--- config.mk ---
export PLATFORM = sky130hd
export DESIGN_NAME = tpc_pwm_ctrl
export DESIGN_NICKNAME = d
export VERILOG_FILES = /design/src/rtl/tpc_pwm_ctrl.v
export VERILOG_INCLUDE_DIRS = /design/src /design/src/rtl
export SDC_FILE = /design/constraint.sdc
export NUM_CORES = 1
export LEC_CHECK = 0
export BUFFER_PORTS_ARGS = -buffer_cell sky130_fd_sc_hd__buf_2
export CAP_MARGIN = 10
export CELL_PAD_IN_SITES_DETAIL_PLACEMENT = 1
export CELL_PAD_IN_SITES_GLOBAL_PLACEMENT = 2
export CORE_UTILIZATION = 36
export DETAILED_ROUTE_END_ITERATION = 6
export GPL_TIMING_DRIVEN = 0
export PLACE_DENSITY = 0.89
export SLEW_MARGIN = 10
export SYNTH_ARGS = -nofsm -noshare
export SYNTH_HDL_FRONTEND = slang
export SYNTH_SLANG_ARGS = --single-unit
--- constraint.sdc ---
create_clock -name clk -period 4.2 [get_ports clk]
set_clock_uncertainty 0.15 [all_clocks]
set_input_delay 0.84 -clock clk [delete_from_list [all_inputs] [get_ports clk]]
set_output_delay 0.84 -clock clk [all_outputs]
set_load 0.02 [all_outputs]
--- src/rtl/tpc_regs.vh ---
// register offsets, field positions, reset values, mode and shape codes and the system clock rate for the pwm control block
`ifndef TPC_REGS_VH
`define TPC_REGS_VH
`define TPC_ADDR_CTRL        8'h00
`define TPC_ADDR_PERIOD      8'h04
`define TPC_ADDR_DUTY_A      8'h08
`define TPC_ADDR_DUTY_B      8'h0C
`define TPC_ADDR_DUTY_C      8'h10
`define TPC_ADDR_DEAD        8'h14
`define TPC_ADDR_SWEN        8'h18
`define TPC_ADDR_STATUS      8'h1C
`define TPC_ADDR_MASK        8'h20
`define TPC_ADDR_FAULT       8'h24
`define TPC_CTRL_MODE_LSB    0
`define TPC_CTRL_SHAPE_LSB   2
`define TPC_CTRL_ENABLE_BIT  4
`define TPC_CTRL_RESET       32'h00000000
`define TPC_PERIOD_RESET     32'h000003E8
`define TPC_DEAD_RESET       32'h00000004
`define TPC_SWEN_RESET       32'h0000003F
`define TPC_MODE_SIX0        2'h0
`define TPC_MODE_SIX1        2'h1
`define TPC_MODE_THREE       2'h2
`define TPC_MODE_GEN         2'h3
`define TPC_SHAPE_UPDOWN     2'h0
`define TPC_SHAPE_UP         2'h1
`define TPC_SHAPE_DOWN       2'h2
`define TPC_ST_FAULT_BIT     0
`define TPC_ST_WRAP_BIT      1
`define TPC_SYSCLK_MHZ       250
`endif

--- src/rtl/tpc_pwm_ctrl.v ---
// three-phase pwm control-mode logic with axi4-lite register slave
`timescale 1ns/1ns
`include "tpc_regs.vh"
module tpc_pwm_ctrl #(
    parameter CW        = 16,
    parameter DW        = 8,
    parameter STRAP_VAR = 0
) (
    input  wire        clk,
    input  wire        rst,
    input  wire [7:0]  s_axi_awaddr,
    input  wire        s_axi_awvalid,
    output wire        s_axi_awready,
    input  wire [31:0] s_axi_wdata,
    input  wire [3:0]  s_axi_wstrb,
    input  wire        s_axi_wvalid,
    output wire        s_axi_wready,
    output reg  [1:0]  s_axi_bresp,
    output reg         s_axi_bvalid,
    input  wire        s_axi_bready,
    input  wire [7:0]  s_axi_araddr,
    input  wire        s_axi_arvalid,
    output wire        s_axi_arready,
    output reg  [31:0] s_axi_rdata,
    output reg  [1:0]  s_axi_rresp,
    output reg         s_axi_rvalid,
    input  wire        s_axi_rready,
    input  wire        sleep_n_input,
    input  wire        mode_strap_tied_low,
    input  wire [2:0]  phase_high_input,
    input  wire [2:0]  phase_low_input,
    input  wire [2:0]  fault_events,
    output reg  [2:0]  phase_output,
    output reg  [2:0]  phase_output_en,
    output reg  [2:0]  high_gate_on,
    output reg  [2:0]  low_gate_on,
    output reg         fault_n_output,
    output wire        irq
);

////////////////////////////////////////////////////////////////////////////////
// registers
reg  [4:0]    generator_control_reg;
reg  [CW-1:0] generator_period_reg;
reg  [CW-1:0] phase_duty_reg [0:2];
reg  [DW-1:0] dead_time_reg;
reg  [5:0]    switch_enable;
reg  [1:0]    intStatus;
reg  [1:0]    intMask;
reg  [2:0]    faultDetail;
reg           strapMode3;
reg           strapTaken;
reg           sleepPrev;
// full-width reset words, cut to each register's width
wire [31:0]   ctrlReset   = `TPC_CTRL_RESET;
wire [31:0]   periodReset = `TPC_PERIOD_RESET;
wire [31:0]   deadReset   = `TPC_DEAD_RESET;
wire [31:0]   swenReset   = `TPC_SWEN_RESET;

wire [1:0] modeField  = generator_control_reg[`TPC_CTRL_MODE_LSB+1:`TPC_CTRL_MODE_LSB];
wire [1:0] counter_shape_select =
    generator_control_reg[`TPC_CTRL_SHAPE_LSB+1:`TPC_CTRL_SHAPE_LSB];
wire       genEnable  = generator_control_reg[`TPC_CTRL_ENABLE_BIT];
// strap variant uses latched strap, never generation
wire [1:0] activeMode = (STRAP_VAR != 0) ? (strapMode3 ? `TPC_MODE_THREE : `TPC_MODE_SIX0)
                                         : modeField;

////////////////////////////////////////////////////////////////////////////////
// axi4-lite slave: address and data taken together, one answer at a time
wire wrGo = s_axi_awvalid && s_axi_wvalid && !s_axi_bvalid;
wire rdGo = s_axi_arvalid && !s_axi_rvalid;
assign s_axi_awready = wrGo;
assign s_axi_wready  = wrGo;
assign s_axi_arready = rdGo;
wire wrHit = (s_axi_awaddr <= `TPC_ADDR_FAULT) && (s_axi_awaddr[1:0] == 2'h0);
wire rdHit = (s_axi_araddr <= `TPC_ADDR_FAULT) && (s_axi_araddr[1:0] == 2'h0);
wire rdStatus = rdGo && (s_axi_araddr == `TPC_ADDR_STATUS);

reg [31:0] rdMux;
always @*
begin
    case (s_axi_araddr)
        `TPC_ADDR_CTRL:   rdMux = {27'h0, generator_control_reg};
        `TPC_ADDR_PERIOD: rdMux = {{(32-CW){1'b0}}, generator_period_reg};
        `TPC_ADDR_DUTY_A: rdMux = {{(32-CW){1'b0}}, phase_duty_reg[0]};
        `TPC_ADDR_DUTY_B: rdMux = {{(32-CW){1'b0}}, phase_duty_reg[1]};
        `TPC_ADDR_DUTY_C: rdMux = {{(32-CW){1'b0}}, phase_duty_reg[2]};
        `TPC_ADDR_DEAD:   rdMux = {{(32-DW){1'b0}}, dead_time_reg};
        `TPC_ADDR_SWEN:   rdMux = {26'h0, switch_enable};
        `TPC_ADDR_STATUS: rdMux = {30'h0, intStatus};
        `TPC_ADDR_MASK:   rdMux = {30'h0, intMask};
        `TPC_ADDR_FAULT:  rdMux = {29'h0, faultDetail};
        default:          rdMux = 32'h00000000;
    endcase
end

always @(posedge clk)
begin
    if (rst)
    begin
        s_axi_bvalid <= 1'b0;
        s_axi_bresp  <= 2'h0;
        s_axi_rvalid <= 1'b0;
        s_axi_rresp  <= 2'h0;
        s_axi_rdata  <= 32'h00000000;
    end
    else
    begin
        if (wrGo)
        begin
            s_axi_bvalid <= 1'b1;
            s_axi_bresp  <= wrHit ? 2'h0 : 2'h2;
        end
        else if (s_axi_bready)
            s_axi_bvalid <= 1'b0;
        if (rdGo)
        begin
            s_axi_rvalid <= 1'b1;
            s_axi_rresp  <= rdHit ? 2'h0 : 2'h2;
            s_axi_rdata  <= rdMux;
        end
        else if (s_axi_rready)
            s_axi_rvalid <= 1'b0;
    end
end

////////////////////////////////////////////////////////////////////////////////
// register writes (low byte lanes honoured)
wire [31:0] wMask = {{8{s_axi_wstrb[3]}}, {8{s_axi_wstrb[2]}},
                     {8{s_axi_wstrb[1]}}, {8{s_axi_wstrb[0]}}};
wire wrOk = wrGo && wrHit;
integer i;
always @(posedge clk)
begin
    if (rst)
    begin
        generator_control_reg <= ctrlReset[4:0];
        generator_period_reg  <= periodReset[CW-1:0];
        dead_time_reg         <= deadReset[DW-1:0];
        switch_enable         <= swenReset[5:0];
        intMask               <= 2'h0;
        for (i = 0; i < 3; i = i + 1)
            phase_duty_reg[i] <= {CW{1'b0}};
    end
    else if (wrOk)
    begin
        case (s_axi_awaddr)
            `TPC_ADDR_CTRL:   generator_control_reg <= (s_axi_wdata[4:0] & wMask[4:0])
                                  | (generator_control_reg & ~wMask[4:0]);
            `TPC_ADDR_PERIOD: generator_period_reg <= (s_axi_wdata[CW-1:0] & wMask[CW-1:0])
                                  | (generator_period_reg & ~wMask[CW-1:0]);
            `TPC_ADDR_DUTY_A: phase_duty_reg[0] <= (s_axi_wdata[CW-1:0] & wMask[CW-1:0])
                                  | (phase_duty_reg[0] & ~wMask[CW-1:0]);
            `TPC_ADDR_DUTY_B: phase_duty_reg[1] <= (s_axi_wdata[CW-1:0] & wMask[CW-1:0])
                                  | (phase_duty_reg[1] & ~wMask[CW-1:0]);
            `TPC_ADDR_DUTY_C: phase_duty_reg[2] <= (s_axi_wdata[CW-1:0] & wMask[CW-1:0])
                                  | (phase_duty_reg[2] & ~wMask[CW-1:0]);
            `TPC_ADDR_DEAD:   dead_time_reg <= (s_axi_wdata[DW-1:0] & wMask[DW-1:0])
                                  | (dead_time_reg & ~wMask[DW-1:0]);
            `TPC_ADDR_SWEN:   switch_enable <= (s_axi_wdata[5:0] & wMask[5:0])
                                  | (switch_enable & ~wMask[5:0]);
            `TPC_ADDR_MASK:   intMask <= (s_axi_wdata[1:0] & wMask[1:0])
                                  | (intMask & ~wMask[1:0]);
            default:          intMask <= intMask;
        endcase
    end
end

////////////////////////////////////////////////////////////////////////////////
// mode strap capture after reset release and on each wake
always @(posedge clk)
begin
    if (rst)
    begin
        strapTaken <= 1'b0;
        strapMode3 <= 1'b0;
        sleepPrev  <= 1'b0;
    end
    else
    begin
        sleepPrev <= sleep_n_input;
        if (!strapTaken || (sleep_n_input && !sleepPrev))
        begin
            strapTaken <= 1'b1;
            strapMode3 <= !mode_strap_tied_low;
        end
    end
end

////////////////////////////////////////////////////////////////////////////////
// reference counter
reg  [CW-1:0] refCount;
reg           countUp;
reg           syncPrev;
reg           wrapPulse;
wire          syncRise = phase_low_input[1] && !syncPrev;
wire          genMode  = (activeMode == `TPC_MODE_GEN);

always @(posedge clk)
begin
    if (rst)
    begin
        refCount  <= {CW{1'b0}};
        countUp   <= 1'b0;
        syncPrev  <= 1'b0;
        wrapPulse <= 1'b0;
    end
    else
    begin
        syncPrev  <= phase_low_input[1];
        wrapPulse <= 1'b0;
        if (!genMode || !genEnable)
        begin
            refCount <= (counter_shape_select == `TPC_SHAPE_UP) ? {CW{1'b0}}
                                                                : generator_period_reg;
            countUp  <= 1'b0;
        end
        else
        begin
            case (counter_shape_select)
                `TPC_SHAPE_UPDOWN:
                begin
                    if (countUp)
                    begin
                        if (refCount >= generator_period_reg)
                        begin
                            countUp   <= 1'b0;
                            refCount  <= refCount - 1'b1;
                            wrapPulse <= 1'b1;
                        end
                        else
                            refCount <= refCount + 1'b1;
                    end
                    else if (refCount == {CW{1'b0}})
                    begin
                        countUp  <= 1'b1;
                        refCount <= refCount + 1'b1;
                    end
                    else
                        refCount <= refCount - 1'b1;
                end
                `TPC_SHAPE_UP:
                begin
                    if (refCount >= generator_period_reg)
                    begin
                        refCount  <= {CW{1'b0}};
                        wrapPulse <= 1'b1;
                    end
                    else
                        refCount <= refCount + 1'b1;
                end
                `TPC_SHAPE_DOWN:
                begin
                    if (refCount == {CW{1'b0}})
                    begin
                        refCount  <= generator_period_reg;
                        wrapPulse <= 1'b1;
                    end
                    else
                        refCount <= refCount - 1'b1;
                end
                default:
                    refCount <= refCount;
            endcase
        end
    end
end

////////////////////////////////////////////////////////////////////////////////
// per-phase compare, dead time and output decode
genvar p;
generate
    for (p = 0; p < 3; p = p + 1)
    begin : gPhase
        reg  [DW-1:0] deadCount;
        reg           pwmHigh;
        reg           pwmPrev;
        // duty above period makes compare always true
        wire rawHigh = genEnable && (phase_duty_reg[p] > refCount);
        always @(posedge clk)
        begin
            if (rst)
            begin
                pwmHigh   <= 1'b0;
                pwmPrev   <= 1'b0;
                deadCount <= {DW{1'b0}};
            end
            else
            begin
                pwmHigh <= rawHigh;
                pwmPrev <= pwmHigh;
                if (pwmHigh != pwmPrev)
                    deadCount <= dead_time_reg;
                else if (deadCount != {DW{1'b0}})
                    deadCount <= deadCount - 1'b1;
            end
        end
        wire deadDone = (deadCount == {DW{1'b0}}) && (pwmHigh == pwmPrev);
        always @(posedge clk)
        begin
            if (rst)
            begin
                high_gate_on[p]    <= 1'b0;
                low_gate_on[p]     <= 1'b0;
                phase_output[p]    <= 1'b0;
                phase_output_en[p] <= 1'b0;
            end
            else
            begin
                case (activeMode)
                    `TPC_MODE_SIX0, `TPC_MODE_SIX1:
                    begin
                        high_gate_on[p] <= phase_high_input[p] && !phase_low_input[p];
                        low_gate_on[p]  <= phase_low_input[p] && !phase_high_input[p];
                    end
                    `TPC_MODE_THREE:
                    begin
                        high_gate_on[p] <= phase_low_input[p] && phase_high_input[p];
                        low_gate_on[p]  <= phase_low_input[p] && !phase_high_input[p];
                    end
                    default:
                    begin
                        high_gate_on[p] <= switch_enable[p] && pwmHigh && deadDone;
                        low_gate_on[p]  <= switch_enable[p+3] && genEnable
                                           && !pwmHigh && deadDone;
                    end
                endcase
                phase_output[p]    <= high_gate_on[p];
                phase_output_en[p] <= high_gate_on[p] || low_gate_on[p];
            end
        end
    end
endgenerate

////////////////////////////////////////////////////////////////////////////////
// fault record and interrupt status
wire [1:0] evSet = {wrapPulse, |fault_events};
always @(posedge clk)
begin
    if (rst)
    begin
        intStatus      <= 2'h0;
        faultDetail    <= 3'h0;
        fault_n_output <= 1'b1;
    end
    else
    begin
        // set wins over read clear
        intStatus      <= (rdStatus ? 2'h0 : intStatus) | evSet;
        faultDetail    <= ((rdGo && s_axi_araddr == `TPC_ADDR_FAULT) ? 3'h0 : faultDetail)
                          | fault_events;
        fault_n_output <= !(|fault_events);
    end
end
assign irq = |(intStatus & intMask);

endmodule // tpc_pwm_ctrl

== Word level (Yosys, flattened, before mapping) ==
Memory sizes are Yosys's and may differ from the RTL's.
Cells that the tools add are included.
W data, S select, Z words.
Storage, ports and cells
  output and inout port bits: 55
  memories kept: 1
  RAM bits: 48
  logic and storage cells: 245
  register bits: 141
Operators by class
  eq/ne operators: 27
  reductions and logical operators: 85
  order comparisons: 6
  multiplexer cells: 52
  bitwise gates (word level): 32
  add/sub/neg operators: 5
Memories
  phase_duty_reg: words 3, width 16, rd ports 3, clocked after Yosys merged registers in 0, wr ports 3, RTL line tpc_pwm_ctrl.v:45  | reg [CW-1:0] phase_duty_reg [0:2];
Operator list (count)
  $mux W16: 10
  $pmux W16 S10: 1
  $and A16 B16 Y16: 5
  $or A16 B16 Y16: 4
  $eq A8 B5 Y1 const B: 7
  $gt A16 B16 Y1: 3
  $mux W8: 6
  $pmux W16 S3: 1
  $logic_not A8 Y1: 5
  $logic_and A1 B1 Y1: 38
  $eq A8 B4 Y1 const B: 4
  $mux W1: 26
  $eq A8 B6 Y1 const B: 3
  $reduce_bool A8 Y1: 3
  $sub A8 B1 Y8 const B: 3
  $add A16 B1 Y16 const B: 1
  $and A8 B8 Y8: 2
  $eq A8 B3 Y1 const B: 2
  $ge A16 B16 Y1: 1
  $le A8 B6 Y1 const B: 2
  $logic_not A16 Y1: 1
  $not A16 Y16: 1
  $sub A16 B1 Y16 const B: 1
  $logic_not A1 Y1: 14
  other kinds (28): 63

== Depth between registers and ports, before layout ==
Gate-level depths: netlist of run 1.
  depth after elaboration: 7
  depth in mapped cells: 10
  gate-level depth less buffers: 9

== Least setup slack after synthesis of run 1 ==
OpenSTA, ideal clock, no wires.
  kind: input to register
  from: in s_axi_awaddr[1]
  to: mem phase_duty_reg[1][0] (netlist: phase_duty_reg[0][16]) (enable)
  path slack: 0.378 ns
  data arrival time: 3.236 ns
  buffers on the path: 0
  stages on the path: 3
  cells stage by stage: o41ai_1 -> nand3_1 -> o41ai_1
RTL lines
  start: declaration: RTL line tpc_pwm_ctrl.v:11  | input wire [7:0] s_axi_awaddr,
  end: declaration: RTL line tpc_pwm_ctrl.v:45

==> impl_metrics.yaml, run 1 <==
synth:
  syn-cell-area_sq_mm: 0.0109
  ys_types: 86
  synth.area.mux_share_pct: 4.81
  synth_warnings: 0
  syn_avg_cell_area_sq_um: 8.65
  synth_top_area_share_pct: 22.5
  synth.area.top_cells: "dfxtp_1 23%, edfxtp_1 13%, ha_1 8.5%, a21oi_1 5.0%, nor2_1 3.9%"
  synth_top_family_by_area: "compound AO/OA/AOI/OAI gates"
  ys_ff_latch: 171
  synth_edf_count: 48
  synth_compound_area_share_pct: 21.6
  synth-simple-area-share_pct: 20.3
  synth_fa_ha_area_share_pct: 8.47
  synth-seq-area-share_pct: 35.7
  synth_xor_area_share_pct: 3.45
  async_flop_share_pct: 0
  yosys.area.top_type: "dfxtp_1"
  postSynthCellCount: 1263
  ys.flop_type: "dfxtp_1"
drt:
  routed_wirelength_mm: 40.9
  postRouteAntennaNets: 0
  drt-vias-per-instance: 5.88
  detail_route.wl_per_cell_um: 22.9
  drt_iter0_drc: 751
  vias: 10500
  dr.pass1.iters: 5
  drc: 0
floorplanning:
  rows: 63
  start_util_pct: 36.8
  die_w_um: 176
  ios: 125
  die_area_sq_mm: 0.0311
  die_height_um: 176
  core-area_sq_mm: 0.0297
cts:
  ctsHoldBuffers: 0
  clk_pin_slew_ps: 80
  cts.repair.resized: 0
  postCtsSetupRepairBufs: 0
  htree_num_levels: 4
  cts_tree: "yes"
  clkSinkCount: 171
  clk_latency_ps: 450
  clock_path_buffers: 2
  root_buffer: "clkbuf_16"
  cts_buffers: 17
timing:
  slew_headroom_pct: 41.9
  fin_crit_sh_pct: 81.1
  rsz0062_at_grt: "false"
  fin_ws_ps: 795
  finalCriticalPeriod_ps: 3410
  fmax_ghz: 0.294
  finalSetupViolCount: 0
  drv_slew: 0
  hold_violations: 0
  worst_pin_slew_ps: 868
pwr:
  power_switching_mw: 1.47
  p_per_area_mw_per_mm2: 371
  power.share.switching_pct: 31.4
  intPower_mw: 3.20
  p_leak_nw: 4.89
  power_frac_seq_pct: 41.7
  ir_drop_v: 0.000322
  pwr-share-clk_pct: 36.4
  comb_power_share_pct: 21.9
min_path:
  hold_path_class: "reg2reg"
  hold_start: "low_gate_on[0]"
  holdPathStages: 2
  whs_endpoint: "phase_output_en[0]"
flow_run:
  drv_cap: 0
placement:
  portBuffers: 84
  dp_slack_ps: 686
  gp_congestion: 0.948
  hpwl_mm: 31.8
critical_path:
  timing.rr.end: "refCount[11]"
  worstSetupEndpointType: "flop"
  cpPeakStageDelay_ps: 600
  crit_type: "reg2reg"
  required_ps: 4350
  cp_cell_sequence: "inv_1 -> ha_1 -> nand4_1 -> nor2_1 -> nand3_1 -> o21ai_1 -> mux2_2 -> a221oi_1 -> o22ai_1"
  worstPathArrival_ps: 3550
  slowest_stage: "o21ai_1"
  r2r_setup_slack_ps: 790
  r2r_cells: 9
  crit_fanout: 9
  startpoint_type: "flop"
run_status:
  status: "finished clean"
grt:
  grt_overflow: 0
  grt_start_max_net_pins: 17
  grt_pass1_wl_mm: 62.7
  track_usage_pct: 26.6
  first_global_vias: 10600
  grt_antenna_before_repair: 0
layout:
  num_antenna_cells: 0
  final_nets: 1530
  area_growth_pct: 14.9
  post-route-util_pct: 42.3
  layout-drive-gt1-share_pct: 13.6
==> synth_stat cells (all sizes together), types with 4 or more instances <==
| cell | count |
|---|---|
| mux2i | 42 |
| a31oi | 19 |
| nor3 | 30 |
| nor2 | 116 |
| nand3b | 5 |
| a21oi | 111 |
| mux2 | 9 |
| o2111ai | 8 |
| clkbuf | 47 |
| clkinv | 4 |
| and3 | 6 |
| or4 | 7 |
| or2 | 5 |
| ha | 74 |
| edfxtp | 48 |
| o211a | 5 |
| a221oi | 21 |
| nand4 | 17 |
| nand2 | 111 |
| nor2b | 17 |
| nand2b | 56 |
| o211ai | 24 |
| xnor2 | 36 |
| a2111oi | 5 |
| a211oi | 21 |
| dfxtp | 123 |
| nand3 | 31 |
| xor2 | 7 |
| a222oi | 10 |
| o21a | 9 |
| buf | 36 |
| and2 | 6 |
| a22oi | 9 |
| nor4 | 17 |
| a21o | 13 |
| o21ai | 62 |
| inv | 47 |
| a311oi | 4 |
==> cell families after synthesis <==
family / after synthesis
other cells: 1
flops: 171
mux: 51
buf+inv: 134
fa+ha+maj: 74
xor+xnor: 43
simple gates: 434
compound gates: 355
==> placed cells by master (no fill, tap or decap), types with 8 or more instances in the layout <==
| master | netlist | layout |
|---|---|---|
| a31oi_1 | 19 | 19 |
| nor4_1 | 13 | 13 |
| inv_1 | 46 | 46 |
| a22oi_1 | 9 | 9 |
| a21oi_1 | 109 | 109 |
| buf_4 | 22 | 23 |
| clkbuf_1 | 47 | 47 |
| xnor2_1 | 36 | 36 |
| a222oi_1 | 10 | 10 |
| mux2i_1 | 42 | 42 |
| o211ai_1 | 23 | 23 |
| a211oi_1 | 20 | 20 |
| buf_2 | 5 | 90 |
| nor3_1 | 25 | 25 |
| o2111ai_1 | 8 | 8 |
| nand2b_1 | 56 | 56 |
| nand4_1 | 16 | 16 |
| ha_1 | 74 | 74 |
| o21ai_1 | 14 | 14 |
| nand3_1 | 30 | 30 |
| o21a_1 | 8 | 8 |
| mux2_2 | 8 | 8 |
| a221oi_1 | 19 | 19 |
| nor2_1 | 113 | 113 |
| a21o_1 | 13 | 13 |
| clkbuf_16 | 0 | 18 |
| nand2_1 | 110 | 110 |
| conb_1 | 1 | 18 |
| nor2b_1 | 17 | 17 |
| edfxtp_1 | 48 | 48 |
| dfxtp_1 | 123 | 123 |
| o21ai_0 | 48 | 47 |
==> worst max-delay path: cells and delay by family (launching register included) <==
family | cells | cell delay, ps
mux | 1 | 400
fa+ha+maj | 1 | 300
compound gates | 3 | 1010
buf+inv | 1 | 130
flops | 1 | 520
simple gates | 3 | 750
==> layout make-up <==
| cell class | instances | area, sq um |
|---|---|---|
| clock inverters | 13 | 153 |
| clock buffers | 19 | 464 |
| repair buffers | 87 | 448 |
| fillers | 3563 | 17200 |
| inverters | 51 | 191 |
| flip-flops and latches | 171 | 3900 |
| multi-input cells | 975 | 6490 |
| well taps | 390 | 488 |
| plain buffers | 83 | 423 |
==> through the flow <==
| stage | instances | setup TNS (ps) | power, mW | hold WS, ps | instance area (sq um) |
|---|---|---|---|---|---|
| after floorplan | 1280 | 0 | 2.70 | 263 | 11000 |
| after global placement | 1754 | -18640 | 2.95 | 306 | 11900 |
| after detailed placement | 1757 | 0 | 2.99 | 316 | 11900 |
| after CTS | 1789 | 0 | 4.68 | 330 | 12600 |
| after global routing | 1789 | 0 | 4.89 | 344 | 12600 |
| final | 1789 | 0 | 4.66 | 323 | 12600 |
==> power by group through the flow <==
stage	clock (mW)	sequential (mW)	combinational, mW
6_report	1.70	1.95	1.02
5_1_grt	1.77	1.97	1.15
4_1_cts	1.71	1.95	1.02
3_5_place_dp	0	1.98	1.01
3_3_place_gp	0	1.97	0.976
2_1_floorplan	0	1.97	0.730
==> how the worst max path moves through the flow <==
stage | slack, ps | endpoint
floorplan | 380 | phase_duty_reg[0][16]
global placement | -850 | phase_duty_reg[0][28]
detailed placement | 690 | phase_duty_reg[0][42]
CTS | 890 | refCount[11]
global route | 670 | refCount[11]
finish | 790 | refCount[11]
==> metal layers <==
metal	vias up	share of wire [%]	track usage, %
li1	4864	-	-
met1	5219	44	34.8
met2	347	47	43.8
met3	86	5.5	3.98
met4	0	3.2	10.8
met5	-	0	0
No activity file was read; power rests on OpenSTA's default activity.
==> inputs of run 2 (changes only) <==
--- a/config.mk
+++ b/config.mk
@@ -6,14 +6,15 @@
 export SDC_FILE = /design/constraint.sdc
 export NUM_CORES = 1
 export LEC_CHECK = 0
+export ABC_AREA = 1
 export BUFFER_PORTS_ARGS = -buffer_cell sky130_fd_sc_hd__buf_2
 export CAP_MARGIN = 10
 export CELL_PAD_IN_SITES_DETAIL_PLACEMENT = 1
 export CELL_PAD_IN_SITES_GLOBAL_PLACEMENT = 2
-export CORE_UTILIZATION = 36
+export CORE_UTILIZATION = 31
 export DETAILED_ROUTE_END_ITERATION = 6
 export GPL_TIMING_DRIVEN = 0
-export PLACE_DENSITY = 0.89
+export PLACE_DENSITY = 0.87
 export SLEW_MARGIN = 10
 export SYNTH_ARGS = -nofsm -noshare
 export SYNTH_HDL_FRONTEND = slang
==> constraint.sdc (replaced) <==
create_clock -name clk -period 2.8 [get_ports clk]
set_clock_uncertainty 0.15 [all_clocks]
set_input_delay 0.56 -clock clk [delete_from_list [all_inputs] [get_ports clk]]
set_output_delay 0.56 -clock clk [all_outputs]
set_load 0.02 [all_outputs]
==> run 2 against run 1 <==
The flow now finishes with violations (design-rule violations, negative setup slack); synthesized cell count increased by 24%; synthesized area is 2.8% higher; combinational power increased by 29%; critical endpoint is now phase_duty_reg[0][43]; largest cell class unchanged.
==> impl_metrics.yaml, run 2 <==
flow_run:
  drv_cap: 0
run_status:
  violations: "design-rule violations, negative setup slack"
  status: "complete, but fails checks"
grt:
  first_global_vias: 11500
  track_usage_pct: 23.9
  grt_pass1_wl_mm: 66.3
  grt_antenna_before_repair: 0
  grt_overflow: 0
  grt_start_max_net_pins: 17
timing:
  fin_ws_ps: -171
  hold_violations: 0
  finalCriticalPeriod_ps: 2970
  fin_crit_sh_pct: 106
  worst_pin_slew_ps: 1040
  finalSetupViolCount: 48
  fmax_ghz: 0.337
  rsz0062_at_grt: "true"
  drv_slew: 0
  slew_headroom_pct: 30.1
placement:
  dp_slack_ps: -643
  portBuffers: 85
  hpwl_mm: 34.6
  placed_cells: 2130
  gp_congestion: 0.903
synth:
  synth-seq-area-share_pct: 34.7
  syn_avg_cell_area_sq_um: 7.17
  synth.most_common_cell: "nand2_1"
  ys_ff_latch: 171
  yosys.area.top_type: "dfxtp_1"
  postSynthCellCount: 1567
  netlist_top_cells_count: "353 x nand2_1, 170 x inv_1, 168 x a21oi_1"
  synth_warnings: 0
  synth_top_area_share_pct: 21.9
  async_flop_share_pct: 0
  syn-cell-area_sq_mm: 0.0112
  ys.flop_type: "dfxtp_1"
  synth_edf_count: 48
  synth.area.top_cells: "dfxtp_1 22%, edfxtp_1 13%, nand2_1 12%, ha_1 8.2%, a21oi_1 7.5%"
  ys_types: 54
drt:
  drt_iter0_drc: 831
  detail_route.wl_per_cell_um: 20.1
  routed_wirelength_mm: 43.5
  vias: 11400
  drt-vias-per-instance: 5.24
  drc: 3
  dr.pass1.iters: 7
  postRouteAntennaNets: 0
pwr:
  power_switching_mw: 2.05
  intPower_mw: 4.51
  total_power_mw: 6.56
  pwr-share-clk_pct: 37.1
  p_leak_nw: 5.74
  power_frac_seq_pct: 42.8
  comb_power_share_pct: 20.2
  power.share.switching_pct: 31.3
  p_per_area_mw_per_mm2: 507
  ir_drop_v: 0.000490
critical_path:
  required_ps: 2630
  worstSetupEndpointType: "flop"
  crit_fanout: 16
  worstPathArrival_ps: 2800
  crit_type: "in2reg"
  startpoint_type: "input pin"
floorplanning:
  die_height_um: 192
  core-area_sq_mm: 0.0357
  die_area_sq_mm: 0.0370
  start_util_pct: 31.5
  rows: 69
  ios: 125
  die_w_um: 192
cts:
  cts_tree: "yes"
  clk_pin_slew_ps: 70
  clock_path_buffers: 2
  cts_buffers: 17
  htree_num_levels: 4
  clk_latency_ps: 460
  root_buffer: "clkbuf_16"
  clkSinkCount: 171
layout:
  fin_cells: 2166
  layout-drive-gt1-share_pct: 13.8
  final_common_cell: "nand2_1"
  fill_cells: 4433
  final_cell_mix: "353 x nand2_1, 170 x inv_1, 168 x a21oi_1"
  area_growth_pct: 15.2
  final_nets: 1836
  num_antenna_cells: 0
min_path:
  hold_path_class: "in2reg"
[run 2: per-layer routing]
metal	routed length, um	global-route usage [%]	up-vias	part of all wire, %
met5	0	0	-	0
met4	964	7.69	0	2.2
met3	1940	3.29	61	4.5
met2	20700	40.4	289	48
met1	19900	31.3	5531	46
li1	-	-	5473	-
[run 2: area by class of cell]
class	count	area [sq um]	area share (%)
plain buffers	78	443	3.42
inverters	181	682	5.27
well taps	461	577	4.46
clock buffers	21	482	3.72
clock inverters	11	106	0.822
flip-flops and latches	171	3910	30.2
multi-input cells	1154	6290	48.6
repair buffers	89	455	3.52
[run 2: what timing repair did]
item / in CTS / in global routing
setup buffers: 0 / 4
setup endpoints to repair: 62 / 59
gates resized for setup: 4 / 5
pin swaps: 1 / 1
hold buffers: 0 / 0
[run 2: path summary, 6_finish.rpt]
path	depth (start not counted)	start	endpoint	slack, ps
max	5	rst	phase_duty_reg[0][43]	-170
min	3	fault_events[1]	faultDetail[1]	190
max reg2reg	13	flop	refCount[5]	80
min reg2reg	2	high_gate_on[0]	phase_output[0]	290
[run 2: worst max-delay path, cell delays in order]
cell	delay [ps]
clkbuf_1	240
inv_1	170
clkbuf_1	540
clkbuf_1	540
nand2_1	720
[run 2: cells by family after synthesis]
logic type               count (synthesis)  share of synthesized area (%)
adder cells (fa/ha/maj)                 74                           8.24
buffers and inverters                  259                           9.92
other                                    1                         0.0334
AND/OR/NAND/NOR                        704                           27.7
flip-flops                             171                           34.7
AO/OA/AOI/OAI                          329                           17.1
XOR/XNOR                                29                           2.26
[run 2: per-stage QoR]
step                hold slack, ps  util [%]  cell area [sq um]  setup TNS [ps]
finish                         192      36.3              12900           -5520
global route                   198      36.3              12900          -10400
CTS                            183      36.2              12900           -6130
detailed placement             277      34.5              12300          -30500
global placement               278      34.5              12300          -24430
floorplan                      263         -              11300               0
[run 2: power groups by stage]
stage	Clock [mW]	Combinational, mW	Sequential, mW
2_1_floorplan	0	0.955	2.84
3_3_place_gp	0	1.26	2.85
6_report	2.43	1.32	2.81
3_5_place_dp	0	1.31	2.86
5_1_grt	2.57	1.51	2.82
4_1_cts	2.47	1.33	2.81
==> inputs of run 3 (changes only) <==
--- a/config.mk
+++ b/config.mk
@@ -7,13 +7,14 @@
 export NUM_CORES = 1
 export LEC_CHECK = 0
 export ABC_AREA = 1
-export BUFFER_PORTS_ARGS = -buffer_cell sky130_fd_sc_hd__buf_2
+export BUFFER_PORTS_ARGS = -buffer_cell sky130_fd_sc_hd__buf_4
 export CAP_MARGIN = 10
 export CELL_PAD_IN_SITES_DETAIL_PLACEMENT = 1
 export CELL_PAD_IN_SITES_GLOBAL_PLACEMENT = 2
 export CORE_UTILIZATION = 31
 export DETAILED_ROUTE_END_ITERATION = 6
 export GPL_TIMING_DRIVEN = 0
+export MAX_ROUTING_LAYER = met4
 export PLACE_DENSITY = 0.87
 export SLEW_MARGIN = 10
 export SYNTH_ARGS = -nofsm -noshare
==> run 3 against run 2 <==
The flow still finishes with violations (design-rule violations, negative setup slack); critical path depth did not move; sequential share of layout area decreased by 0.58 points; total power up 1.4%; first-iteration DRC count down 18%; critical path type unchanged; highest routed layer unchanged.
==> impl_metrics.yaml, run 3 (same netlist as run 2, synthesis figures left out) <==
timing:
  hold_violations: 0
  finalSetupViolCount: 48
  finalCriticalPeriod_ps: 2930
  slew_headroom_pct: 23.9
  drv_slew: 0
  fin_crit_sh_pct: 105
  rsz0062_at_grt: "true"
  fin_ws_ps: -131
  fmax_ghz: 0.341
  worst_pin_slew_ps: 1130
floorplanning:
  ios: 125
  die_w_um: 192
  die_height_um: 192
  rows: 69
  die_area_sq_mm: 0.0370
  start_util_pct: 31.5
  core-area_sq_mm: 0.0357
placement:
  placed_cells: 2130
  place_area_sq_mm: 0.0125
  hpwl_mm: 35.0
  portBuffers: 85
  gp_congestion: 0.930
layout:
  num_antenna_cells: 0
  final_cell_mix: "351 x nand2_1, 170 x inv_1, 166 x a21oi_1"
  fin_cells: 2167
  final_nets: 1837
  area_growth_pct: 17.5
  layout-drive-gt1-share_pct: 14.3
  final_cell_area_sq_mm: 0.0132
  final_common_cell: "nand2_1"
critical_path:
  crit_start: "rst"
  cpPeakStageDelay_ps: 720
  crit_type: "in2reg"
  crit_fanout: 16
  slowest_stage: "nand2_1"
  r2r_setup_slack_ps: 170
  crit_top_cell: "clkbuf_1"
  startpoint_type: "input pin"
  cp_cell_sequence: "clkbuf_1 -> inv_1 -> clkbuf_1 -> clkbuf_1 -> nand2_1"
  worstPathArrival_ps: 2770
  required_ps: 2640
  r2r_cells: 17
  worstSetupEndpointType: "flop"
drt:
  postRouteAntennaNets: 0
  dr.pass1.iters: 7
  drc: 4
  drt-vias-per-instance: 5.25
  routed_wirelength_mm: 44.6
  vias: 11400
  detail_route.wl_per_cell_um: 20.6
  drt_iter0_drc: 683
flow_run:
  drv_cap: 0
cts:
  cts_buffers: 17
  htree_num_levels: 4
  ctsHoldBuffers: 0
  clkSinkCount: 171
  clk_pin_slew_ps: 70
  cts_tree: "yes"
  root_buffer: "clkbuf_16"
  clock_path_buffers: 2
  clk_latency_ps: 470
min_path:
  hold_start: "fault_events[1]"
  hold_path_class: "in2reg"
  holdPathStages: 3
grt:
  grt_pass1_wl_mm: 67.5
  track_usage_pct: 25.1
  grt_start_max_net_pins: 17
  grt_overflow: 0
  grt_antenna_before_repair: 0
  first_global_vias: 11500
run_status:
  violations: "design-rule violations, negative setup slack"
  status: "complete, but fails checks"
pwr:
  p_per_area_mw_per_mm2: 504
  ir_drop_v: 0.000466
  p_leak_nw: 5.80
run 3: timing repair:
| item | CTS | global route |
|---|---|---|
| buffers inserted | 3 | 2 |
| resized for setup | 4 | 17 |
| pin swaps | 1 | 3 |
| endpoints found under the hold margin | 0 | 0 |
| setup endpoints to repair | 62 | 61 |
run 3: through the flow:
stage                     setup WS (ps)  hold WS, ps  power (mW)  TNS, ps  utilization, %
final                              -131          176        6.65    -4970            37.0
after global routing               -272          188        6.98   -12140            37.0
after CTS                          -155          167        6.69    -6510            36.9
after detailed placement           -615          295        4.20   -32130            35.1
after global placement             -557          285        4.14   -28950            35.1
after floorplan                     499          263        3.80        0               -
run 3: power by group:
| part | switching [mW] | leakage, nW | total [mW] | internal, mW |
|---|---|---|---|---|
| sequential | 0.111 | 1.50 | 2.81 | 2.70 |
| clock | 1.16 | 0.297 | 2.48 | 1.33 |
| combinational | 0.859 | 4.01 | 1.36 | 0.504 |
| total | 2.13 | 5.80 | 6.65 | 4.53 |
run 3: per-layer routing:
layer | vias to the layer above | share of wire, % | GRT usage, %
met2 | 313 | 48 | 42.0
li1 | 5479 | - | -
met1 | 5524 | 45 | 31.8
met4 | 0 | 1.8 | 6.78
met5 | - | 0 | -
met3 | 57 | 4.8 | 3.15
run 3: final timing paths:
check                          end
max          phase_duty_reg[0][14]
min                 faultDetail[1]
max reg2reg            refCount[4]
min reg2reg        phase_output[1]
run 3: area by class of cell:
| type | count | area (sq um) |
|---|---|---|
| buffer | 78 | 445 |
| clock buffer | 19 | 464 |
| clock inverter | 13 | 130 |
| fill | 4498 | 22500 |
| inverter | 181 | 682 |
| multi-input combinational | 1154 | 6320 |
| sequential | 171 | 3910 |
| tap | 461 | 577 |
| timing repair buffer | 90 | 676 |
run 3: critical path: cells and delay by family:
family / cells / cell delay, ps
buf+inv: 4 / 1460
simple gates: 1 / 720
